$ cat src/hw/hbfp_map.svh
// Constants of the half-bridge fault protection block: register offsets, fields, resets and timing
`ifndef HBFP_MAP_SVH
`define HBFP_MAP_SVH

// ----------------------------------------------------------------------------
// Clock and timing
// ----------------------------------------------------------------------------
`define HBFP_CLK_PERIOD_NS     5
`define HBFP_EN_PULSE_MIN_NS   20000
`define HBFP_EN_PULSE_MAX_NS   40000
`define HBFP_FAULT_CLEAR_NS    50000
`define HBFP_BLANK_NS          500
`define HBFP_DEGLITCH_NS       200
`define HBFP_BLANK_CYC    ((`HBFP_BLANK_NS + `HBFP_CLK_PERIOD_NS - 1) / `HBFP_CLK_PERIOD_NS)
`define HBFP_DEGLITCH_CYC ((`HBFP_DEGLITCH_NS + `HBFP_CLK_PERIOD_NS - 1) / `HBFP_CLK_PERIOD_NS)

// ----------------------------------------------------------------------------
// Register offsets
// ----------------------------------------------------------------------------
`define HBFP_ADDR_STATUS  8'h00
`define HBFP_ADDR_MASK    8'h04
`define HBFP_ADDR_STATE   8'h08
`define HBFP_ADDR_CTRL    8'h0c

// ----------------------------------------------------------------------------
// Status and mask bit positions
// ----------------------------------------------------------------------------
`define HBFP_EV_OVERCURRENT  0
`define HBFP_EV_OVERTEMP     1
`define HBFP_EV_SUPPLY_UV    2
`define HBFP_EV_CUR_LIMIT    3
`define HBFP_EV_BOOT_UV      4
`define HBFP_EV_W            5

// ----------------------------------------------------------------------------
// Control fields and reset values
// ----------------------------------------------------------------------------
`define HBFP_CTRL_CL_ALLOW   0
`define HBFP_CTRL_RST        8'h01
`define HBFP_MASK_RST        5'h00

`endif

$ cat src/hw/hbfp_pkg.sv
// Types of the half-bridge fault protection block
`default_nettype none

package hbfp_pkg;

    typedef logic [2:0] hbfp_phase_t;
    typedef logic [5:0] hbfp_fet_t;
    typedef logic [13:0] hbfp_count_t;

    typedef enum logic {
        HBFP_EN_HIGH,
        HBFP_EN_LOW
    } hbfp_en_state_t;

endpackage : hbfp_pkg

`default_nettype wire

$ cat src/hw/hbfp_top.sv
// Top of the half-bridge fault protection controller
`timescale 1ns/100ps
`default_nettype none

`include "hbfp_map.svh"

module hbfp_top #(
    parameter logic [13:0] EN_MIN_CYC  = 14'((`HBFP_EN_PULSE_MIN_NS + `HBFP_CLK_PERIOD_NS - 1) / `HBFP_CLK_PERIOD_NS),
    parameter logic [13:0] EN_MAX_CYC  = 14'(`HBFP_EN_PULSE_MAX_NS / `HBFP_CLK_PERIOD_NS),
    parameter logic [13:0] FCLR_CYC    = 14'((`HBFP_FAULT_CLEAR_NS + `HBFP_CLK_PERIOD_NS - 1) / `HBFP_CLK_PERIOD_NS)
) (
    input  wire logic                 sys_clk,
    input  wire logic                 rst_b,
    input  wire logic                 enable,
    input  wire logic                 brake,
    input  wire hbfp_pkg::hbfp_phase_t high_side_cmd,
    input  wire hbfp_pkg::hbfp_phase_t low_side_cmd,
    input  wire hbfp_pkg::hbfp_fet_t  fet_overcurrent_trip,
    input  wire logic                 over_temperature_shutdown,
    input  wire logic                 gate_supply_undervoltage,
    input  wire hbfp_pkg::hbfp_phase_t bootstrap_low_flag,
    input  wire hbfp_pkg::hbfp_phase_t phase_current_limit,
    input  wire logic                 current_limit_reference_low,
    input  wire logic [7:0]           reg_addr,
    input  wire logic [31:0]          reg_wdata,
    input  wire logic                 reg_wr,
    input  wire logic                 reg_rd,
    output var  logic [31:0]          reg_rdata,
    output var  logic                 irq,
    output var  hbfp_pkg::hbfp_phase_t high_side_drive,
    output var  hbfp_pkg::hbfp_phase_t low_side_drive,
    output var  logic                 fault_out_n_o,
    output var  logic                 fault_out_n_oe_n
);

    localparam logic [7:0] BLANK_CYC = 8'(`HBFP_BLANK_CYC);

    // ------------------------------------------------------------------------
    // Pin synchronisation
    // ------------------------------------------------------------------------
    logic [22:0]           pins_s;
    logic                  en_s;
    logic                  brake_s;
    hbfp_pkg::hbfp_phase_t hs_s;
    hbfp_pkg::hbfp_phase_t ls_s;
    hbfp_pkg::hbfp_fet_t   oc_s;
    logic                  ot_s;
    logic                  uv_s;
    hbfp_pkg::hbfp_phase_t boot_s;
    hbfp_pkg::hbfp_phase_t cmp_s;
    logic                  ref_low_s;

    hbfp_sync #(.W(23)) u_sync (
        .sys_clk  (sys_clk),
        .rst_b    (rst_b),
        .async_in ({enable, brake, high_side_cmd, low_side_cmd, fet_overcurrent_trip,
                    over_temperature_shutdown, gate_supply_undervoltage, bootstrap_low_flag,
                    phase_current_limit, current_limit_reference_low}),
        .sync_out (pins_s)
    );

    assign {en_s, brake_s, hs_s, ls_s, oc_s, ot_s, uv_s, boot_s, cmp_s, ref_low_s} = pins_s;

    // ------------------------------------------------------------------------
    // Registers
    // ------------------------------------------------------------------------
    logic [`HBFP_EV_W-1:0] status_q;
    logic [`HBFP_EV_W-1:0] mask_q;
    logic [7:0]            ctrl_q;

    // ------------------------------------------------------------------------
    // Enable low pulse measurement
    // ------------------------------------------------------------------------
    hbfp_pkg::hbfp_en_state_t en_state_q;
    hbfp_pkg::hbfp_count_t    en_cnt_q;
    logic                     en_clear_q;

    // Counter saturates one past the maximum so a long sleep never clears
    always_ff @(posedge sys_clk or negedge rst_b) begin
        if (!rst_b) begin
            en_state_q <= hbfp_pkg::HBFP_EN_HIGH;
            en_cnt_q   <= '0;
            en_clear_q <= 1'b0;
        end else begin
            en_clear_q <= 1'b0;
            unique case (en_state_q)
                hbfp_pkg::HBFP_EN_HIGH: begin
                    en_cnt_q <= '0;
                    if (!en_s) begin
                        en_state_q <= hbfp_pkg::HBFP_EN_LOW;
                        en_cnt_q   <= 14'h0001;
                    end
                end
                hbfp_pkg::HBFP_EN_LOW: begin
                    if (en_s) begin
                        en_state_q <= hbfp_pkg::HBFP_EN_HIGH;
                        en_clear_q <= (en_cnt_q >= EN_MIN_CYC) && (en_cnt_q <= EN_MAX_CYC);
                    end else if (en_cnt_q <= EN_MAX_CYC) begin
                        en_cnt_q <= en_cnt_q + 14'h0001;
                    end
                end
            endcase
        end
    end

    // ------------------------------------------------------------------------
    // Latched faults
    // ------------------------------------------------------------------------
    logic oc_latch_q;
    logic ot_latch_q;
    logic uv_prev_q;
    logic supply_cycle;

    // Falling undervoltage marks a completed supply cycle
    assign supply_cycle = uv_prev_q && !uv_s;

    always_ff @(posedge sys_clk or negedge rst_b) begin
        if (!rst_b) begin
            uv_prev_q <= 1'b0;
        end else begin
            uv_prev_q <= uv_s;
        end
    end

    always_ff @(posedge sys_clk or negedge rst_b) begin
        if (!rst_b) begin
            oc_latch_q <= 1'b0;
        end else if (|oc_s) begin
            oc_latch_q <= 1'b1;
        end else if (en_clear_q || supply_cycle) begin
            oc_latch_q <= 1'b0;
        end
    end

    // A live trip holds the latch, so clearing takes effect only once cool
    always_ff @(posedge sys_clk or negedge rst_b) begin
        if (!rst_b) begin
            ot_latch_q <= 1'b0;
        end else if (ot_s) begin
            ot_latch_q <= 1'b1;
        end else if (en_clear_q || supply_cycle) begin
            ot_latch_q <= 1'b0;
        end
    end

    // ------------------------------------------------------------------------
    // Current limit: blanking, per-phase qualifier, fault clear timer
    // ------------------------------------------------------------------------
    hbfp_pkg::hbfp_phase_t hs_prev_q;
    hbfp_pkg::hbfp_phase_t ls_prev_q;
    logic [7:0]            blank_q;
    logic                  cmd_edge;
    hbfp_pkg::hbfp_phase_t cl_trip;
    hbfp_pkg::hbfp_phase_t hs_block;
    hbfp_pkg::hbfp_count_t fclr_q;
    logic                  cl_off;
    logic                  cl_enabled;

    assign cmd_edge   = |{hs_s ^ hs_prev_q, ls_s ^ ls_prev_q};
    assign cl_enabled = ref_low_s && ctrl_q[`HBFP_CTRL_CL_ALLOW];
    assign cl_off     = fclr_q != 14'h0000;

    always_ff @(posedge sys_clk or negedge rst_b) begin
        if (!rst_b) begin
            hs_prev_q <= '0;
            ls_prev_q <= '0;
            blank_q   <= '0;
        end else begin
            hs_prev_q <= hs_s;
            ls_prev_q <= ls_s;
            if (cmd_edge) begin
                blank_q <= BLANK_CYC;
            end else if (blank_q != 8'h00) begin
                blank_q <= blank_q - 8'h01;
            end
        end
    end

    for (genvar p = 0; p < 3; p++) begin : g_phase
        hbfp_phase u_phase (
            .sys_clk  (sys_clk),
            .rst_b    (rst_b),
            .blank    (cmd_edge || (blank_q != 8'h00)),
            .cmp_high (cmp_s[p]),
            .hs_cmd   (hs_s[p]),
            .boot_low (boot_s[p]),
            .cl_trip  (cl_trip[p]),
            .hs_block (hs_block[p])
        );
    end

    // A new trip during the off period restarts the full clear time
    always_ff @(posedge sys_clk or negedge rst_b) begin
        if (!rst_b) begin
            fclr_q <= '0;
        end else if (cl_enabled && (|cl_trip)) begin
            fclr_q <= FCLR_CYC;
        end else if (cl_off) begin
            fclr_q <= fclr_q - 14'h0001;
        end
    end

    // ------------------------------------------------------------------------
    // Gate drive
    // ------------------------------------------------------------------------
    logic fault_any;
    logic all_off;

    assign fault_any = oc_latch_q || ot_latch_q || uv_s || cl_off;
    assign all_off   = !en_s || fault_any;

    // Both commands high is treated as off, guarding against shoot-through
    always_ff @(posedge sys_clk or negedge rst_b) begin
        if (!rst_b) begin
            high_side_drive <= '0;
            low_side_drive  <= '0;
        end else if (all_off) begin
            high_side_drive <= '0;
            low_side_drive  <= '0;
        end else if (brake_s) begin
            high_side_drive <= '0;
            low_side_drive  <= '1;
        end else begin
            high_side_drive <= hs_s & ~ls_s & ~hs_block;
            low_side_drive  <= ls_s & ~hs_s;
        end
    end

    // Open drain: output value stays low, enable low pulls the pin
    always_ff @(posedge sys_clk or negedge rst_b) begin
        if (!rst_b) begin
            fault_out_n_o    <= 1'b0;
            fault_out_n_oe_n <= 1'b1;
        end else begin
            fault_out_n_o    <= 1'b0;
            fault_out_n_oe_n <= !fault_any;
        end
    end

    // ------------------------------------------------------------------------
    // Status, mask and interrupt
    // ------------------------------------------------------------------------
    logic [`HBFP_EV_W-1:0] events;
    logic [`HBFP_EV_W-1:0] w1c;

    always_comb begin
        events                       = '0;
        events[`HBFP_EV_OVERCURRENT] = oc_latch_q;
        events[`HBFP_EV_OVERTEMP]    = ot_latch_q;
        events[`HBFP_EV_SUPPLY_UV]   = uv_s;
        events[`HBFP_EV_CUR_LIMIT]   = cl_off;
        events[`HBFP_EV_BOOT_UV]     = |boot_s;
    end

    assign w1c = (reg_wr && reg_addr == `HBFP_ADDR_STATUS) ? reg_wdata[`HBFP_EV_W-1:0] : '0;

    // A set in the same cycle as a clear wins
    always_ff @(posedge sys_clk or negedge rst_b) begin
        if (!rst_b) begin
            status_q <= '0;
        end else begin
            status_q <= (status_q & ~w1c) | events;
        end
    end

    always_ff @(posedge sys_clk or negedge rst_b) begin
        if (!rst_b) begin
            mask_q <= `HBFP_MASK_RST;
            ctrl_q <= `HBFP_CTRL_RST;
        end else if (reg_wr && reg_addr == `HBFP_ADDR_MASK) begin
            mask_q <= reg_wdata[`HBFP_EV_W-1:0];
        end else if (reg_wr && reg_addr == `HBFP_ADDR_CTRL) begin
            ctrl_q <= reg_wdata[7:0];
        end
    end

    always_ff @(posedge sys_clk or negedge rst_b) begin
        if (!rst_b) begin
            irq <= 1'b0;
        end else begin
            irq <= |(((status_q & ~w1c) | events) & mask_q);
        end
    end

    // ------------------------------------------------------------------------
    // Read port
    // ------------------------------------------------------------------------
    always_ff @(posedge sys_clk or negedge rst_b) begin
        if (!rst_b) begin
            reg_rdata <= '0;
        end else if (reg_rd) begin
            unique case (reg_addr)
                `HBFP_ADDR_STATUS: reg_rdata <= {27'h0000000, status_q};
                `HBFP_ADDR_MASK:   reg_rdata <= {27'h0000000, mask_q};
                `HBFP_ADDR_STATE:  reg_rdata <= {22'h000000, en_s, hs_block, cl_off, uv_s,
                                                 ot_latch_q, oc_latch_q, fault_any, brake_s};
                `HBFP_ADDR_CTRL:   reg_rdata <= {24'h000000, ctrl_q};
                default:           reg_rdata <= '0;
            endcase
        end else begin
            reg_rdata <= '0;
        end
    end

endmodule : hbfp_top

`default_nettype wire

$ cat src/hw/hbfp_sync.sv
// Two-flip-flop synchroniser for a vector of pin inputs
`timescale 1ns/100ps
`default_nettype none

module hbfp_sync #(
    parameter int W = 1
) (
    input  wire logic         sys_clk,
    input  wire logic         rst_b,
    input  wire logic [W-1:0] async_in,
    output var  logic [W-1:0] sync_out
);

    logic [W-1:0] meta_q;

    // First stage feeds only the second stage
    always_ff @(posedge sys_clk or negedge rst_b) begin
        if (!rst_b) begin
            meta_q   <= '0;
            sync_out <= '0;
        end else begin
            meta_q   <= async_in;
            sync_out <= meta_q;
        end
    end

endmodule : hbfp_sync

`default_nettype wire

$ cat src/hw/hbfp_phase.sv
// Per-phase current-limit qualifier and bootstrap lockout
`timescale 1ns/100ps
`default_nettype none

`include "hbfp_map.svh"

module hbfp_phase (
    input  wire logic sys_clk,
    input  wire logic rst_b,
    input  wire logic blank,
    input  wire logic cmp_high,
    input  wire logic hs_cmd,
    input  wire logic boot_low,
    output var  logic cl_trip,
    output var  logic hs_block
);

    localparam logic [7:0] DEGL_CYC = 8'(`HBFP_DEGLITCH_CYC);

    logic [7:0] degl_q;
    logic       hs_prev_q;

    // ------------------------------------------------------------------------
    // Deglitch of the comparator rising edge
    // ------------------------------------------------------------------------
    // Blanking restarts the count, so a trip needs a full quiet-window high
    always_ff @(posedge sys_clk or negedge rst_b) begin
        if (!rst_b) begin
            degl_q  <= '0;
            cl_trip <= 1'b0;
        end else if (!cmp_high || blank) begin
            degl_q  <= '0;
            cl_trip <= 1'b0;
        end else if (degl_q < DEGL_CYC) begin
            degl_q  <= degl_q + 8'h01;
            cl_trip <= (degl_q + 8'h01) == DEGL_CYC;
        end
    end

    // ------------------------------------------------------------------------
    // Bootstrap lockout
    // ------------------------------------------------------------------------
    always_ff @(posedge sys_clk or negedge rst_b) begin
        if (!rst_b) begin
            hs_prev_q <= 1'b0;
            hs_block  <= 1'b0;
        end else begin
            hs_prev_q <= hs_cmd;
            if (boot_low) begin
                hs_block <= 1'b1;
            end else if (hs_cmd && !hs_prev_q) begin
                hs_block <= 1'b0;
            end
        end
    end

endmodule : hbfp_phase

`default_nettype wire

$ cat config.mk
export PLATFORM = sky130hd
export DESIGN_NAME = hbfp_top
export DESIGN_NICKNAME = d
export VERILOG_FILES = /design/src/hw/hbfp_pkg.sv /design/src/hw/hbfp_top.sv /design/src/hw/hbfp_sync.sv /design/src/hw/hbfp_phase.sv
export VERILOG_INCLUDE_DIRS = /design/src /design/src/hw
export SDC_FILE = /design/constraint.sdc
export NUM_CORES = 1
export LEC_CHECK = 0
export BUFFER_PORTS_ARGS = -buffer_cell sky130_fd_sc_hd__buf_2
export CAP_MARGIN = 30
export CORE_MARGIN = 3
export CORE_UTILIZATION = 56
export DETAILED_ROUTE_END_ITERATION = 10
export GPL_ROUTABILITY_DRIVEN = 0
export PLACE_DENSITY = 0.78
export SYNTH_ARGS = -nofsm -noshare
export SYNTH_HDL_FRONTEND = slang
export SYNTH_SLANG_ARGS = --single-unit
$ cat constraint.sdc
create_clock -name sys_clk -period 2.34 [get_ports sys_clk]
set_input_delay 0.117 -clock sys_clk [delete_from_list [all_inputs] [get_ports sys_clk]]
set_output_delay 0.117 -clock sys_clk [all_outputs]
set_load 0.05 [all_outputs]
==> results.md <==
CTS:
- In this run the post-CTS setup repair buffer count came out at 0.
- At the later pin of the worst-skew pair, clock insertion delay measures 0.43 ns.
- TritonCTS created 17 clock buffers.
- In this run the clock root is driven by a clkbuf_16.
- In this run the number of H-tree levels came out at 4.
- The post-cts repair resize count is 0.
- The register clock-pin slew on the reported worst setup and hold paths is 0.06 ns.
- The TritonCTS clock tree is yes.
- After clock tree synthesis, the flow added hold-fix buffers numbering 33.
- The deepest clock path buffer count is 2.
- The clock drives approximately 160 sinks.

Floorplan:
- The starting density of the core is 0.583.
- The total core area is roughly 12,000 sq um.
- The die area is 13,400 sq um.
- After floorplanning, the core was divided into 39 placement rows.
- between 100 and 150 I/O pins were placed.
- Measured along the y axis, the die boundary spans around 120 um.
- The horizontal extent of the die is 116 um.

Worst setup path:
- The largest single stage delay on the critical path is between 0.8 and 0.9 ns.
- Traced cell by cell, the critical path runs through nand4_1, a211oi_2, nor4_1, o21a_1.
- The number of buffers and inverters on the critical path is 0.
- Among all stages on the critical path, the largest delay is contributed by a211oi_2.
- The critical path is of the reg -> reg type.
- For flop-to-flop paths, the worst setup slack is between 0.3 and 0.4 ns.
- STA classifies the critical path startpoint as a flop.
- The critical path data arrival time is around 2.4 ns.
- The kind of end point of the critical path is a flop.
- The family with the most delay on the worst path is compound AO/OA/AOI/OAI gates.
- The data required time of the critical path is 2.66 ns.
- Of all nets on the critical path, the largest fanout is 15.

Global route:
- Entering global routing, the biggest net connects ~70 pins.
- The initial antenna violation count is 0.
- The via count of the first global-routing pass is 4,846.
- The total global routing track utilization is 0.230.
- The total grt overflow is 0.
- The global-route wire length before repair is between 20,000 and 25,000 um.

Logic synthesis:
- The compound-cell area share of the yosys netlist is 0.0950.
- The synthesized design contains 159 register bits.
- During synthesis, Yosys emitted a total of 0 warnings.
- The main combinational cell family by area after synthesis is simple AND/OR/NAND/NOR gates.
- The distinct cell type count after synthesis is 67.
- The portion of the post-synthesis area used by sequential elements is 0.588.
- The share of synthesized cell area in and, or, nand and nor gates is 0.171.
- Of the total synthesized cell area, the portion taken by full adders, half adders and majority gates is 0.0203.
- Among all flip-flop cells after synthesis, the most frequent one is dfrtp_1.
- The number of instances in the synthesized netlist is roughly 600.
- For this run, asynchronously set or reset flops after synthesis account for 1.00.
- The synthesized area per cell is ~12 sq um.
- The mux cell area share after synthesis is 0.0484.
- The mapped netlist covers 6770 sq um.
- Of the total synthesized cell area, the portion taken by XOR and XNOR cells is 0.0259.
- The number of enable flip-flop cells after synthesis is 0.

Job:
- Max-cap violations in this run came to 0.

STA:
- The number of endpoints with negative hold slack in the final report is 0.
- Setup repair after global routing left no endpoint under its margin.
- The final setup violation count is 0.
- For the final database, setup skew stands at approximately 0.0078 ns.
- The period utilization is 0.868.
- The summed negative setup slack over all endpoints is 0 ns.
- The clock period could shrink to roughly 2.0 ns.
- The achievable frequency is approximately 490 MHz.
- At the pin with the least slew margin, the transition time is between 0.8 and 0.9 ns.
- In this run the tightest slew margin relative to its limit is 0.401.
- The max-slew violation total from the final report is 0.

Cells and area:
- The share of the core filled with cells is 0.699.
- Of the cells placed in the final design, the portion with a size suffix greater than 1 is 0.197.
- Relative to the synthesized area, the layout overhead comes to 19.9%.
- Leaving out fill and tap cells, the most frequent cell in the layout is dfrtp_1.
- The library cells used most frequently in the layout, excluding fill and tap cells, are dfrtp_1, buf_2, nor2_1.
- The count of antenna diodes in the layout is 0.
- After the last flow step, the layout net total stands at approximately 770.

Power:
- The total power is a little over 6 mW.
- In this run the static leakage power is 3.80 nW.
- IR analysis of the VDD net gives a maximum drop of roughly 0.00054 V.
- The power density over cell area is ~750 nW/um^2.

Min path:
- The min-delay analysis places its worst path in the category in -> reg.

Drt:
- The number of optimization iterations in the first detailed-route pass is 4.
- For this run, design rule violations remaining after detail routing come to 0.
- In this run the remaining antenna-violating nets after routing total 0.
- The total via count in the routed design is roughly 4,800.
- The starting DRC count in detailed routing is slightly below 400.
- The routed wire length is 14,300 um.
- In the routed layout, each cell is associated on average with a via count of 5.70.
- After detailed routing, the average wire length per cell comes to around 17 um.

Place:
- After legalization and detailed placement, the total HPWL measured approximately 9000 um.
- The port buffer count is 60.

Run status:
- The run finished with clean final reports.
synthesized netlist by cell type, types with 4 or more instances:
library cell  number  area, sq um
dfrtp_1          157         3930
nor2_1            49          184
nand2_1           34          128
a21oi_1           27          135
inv_1             26         97.6
buf_4             23          173
nand3_1           20          100
o21ai_0           20          100
xor2_1            18          158
mux2_2            14          158
nor3_1            13         65.1
and3_1            11         68.8
ha_1              11          138
nor4_1            11         68.8
a21o_1             9         67.6
and2_1             9         56.3
mux2i_1            8         80.1
or3_1              8         50.1
buf_2              7         35.0
nor2b_1            7         43.8
clkbuf_1           6         22.5
nand2b_1           6         37.5
o211ai_1           6         45.0
o31ai_1            6         45.0
or4_1              6         45.0
mux4_2             4         90.1
nand4_1            4         25.0
nor4_2             4         50.1
nor4b_1            4         35.0
o21a_1             4         30.0
state kept, by name, indices dropped and copies added, names as in the netlist, 3 cells and up:
register	cells
g_phase.u_phase.degl_q	24
blank_q	8
high_side_drive	3
status_q	5
g_phase.u_phase.hs_block	3
g_phase.u_phase.cl_trip	3
mask_q	5
ctrl_q	8
low_side_drive	3
reg_rdata	10
u_sync.sync_out	23
fclr_q	14
u_sync.meta_q	23
hs_prev_q	3
ls_prev_q	3
en_cnt_q	14
logic make-up (layout without fill, tap and decap cells):
group           after synthesis  in the layout
flops                       159            159
fa+ha+maj                    11             11
xor+xnor                     20             20
simple gates                207            207
other cells                   1             23
compound gates               98             98
buf+inv                      65            160
mux                          26             26
worst reg2reg max path, cell delays in order, from the launching register on:
cell,delay [ns]
dfrtp_1,0.40
nand4_1,0.29
a211oi_2,0.84
nor4_1,0.16
o21a_1,0.22
worst paths after layout:
check	from	end	cells after the start
max in group asynchronous	rst_b	g_phase[1].u_phase.degl_q[3]	3
min in group asynchronous	rst_b	g_phase[1].u_phase.hs_block	2
setup reg to reg	en_cnt_q[8]	en_cnt_q[12]	4
hold / removal	reg_addr[2]	reg_rdata[8]	2
setup / recovery	en_cnt_q[8]	en_cnt_q[12]	4
hold reg to reg	u_sync.meta_q[9]	u_sync.sync_out[9]	0
report_power, final:
part	leakage, nW	switching (mW)	internal [mW]	total [mW]
Sequential	2.02	0.0512	2.82	2.87
Clock	0.303	1.19	1.64	2.84
Combinational	1.47	0.242	0.126	0.368
layer usage:
layer / vias to the layer above / routed length [um] / track usage / share of wire
met2: 174 / 7360 / 0.385 / 0.52
met1: 2387 / 5770 / 0.289 / 0.40
met4: 0 / 240 / 0.0936 / 0.017
met3: 20 / 919 / 0.0585 / 0.064
li1: 2251 / - / - / -
met5: - / 0 / 0 / 0
through the flow:
step                cell area (sq um)  worst slack (ns)  instances  hold slack (ns)
floorplan                        6850             0.565        609           -0.179
global placement                 7170             0.415        782            0.162
detailed placement               7170             0.367        782            0.169
CTS                              8110             0.297        847            0.151
global route                     8110             0.133        847            0.206
finish                           8110             0.308        847            0.164
area by class of cell:
class,count,area [sq um]
repair buffers,101,709
flip-flops and latches,159,3980
well taps,143,179
clock buffers,18,439
multi-input cells,385,2530
inverters,27,101
fillers,819,3500
clock inverters,14,174
Power figures use the tool's default switching activity.
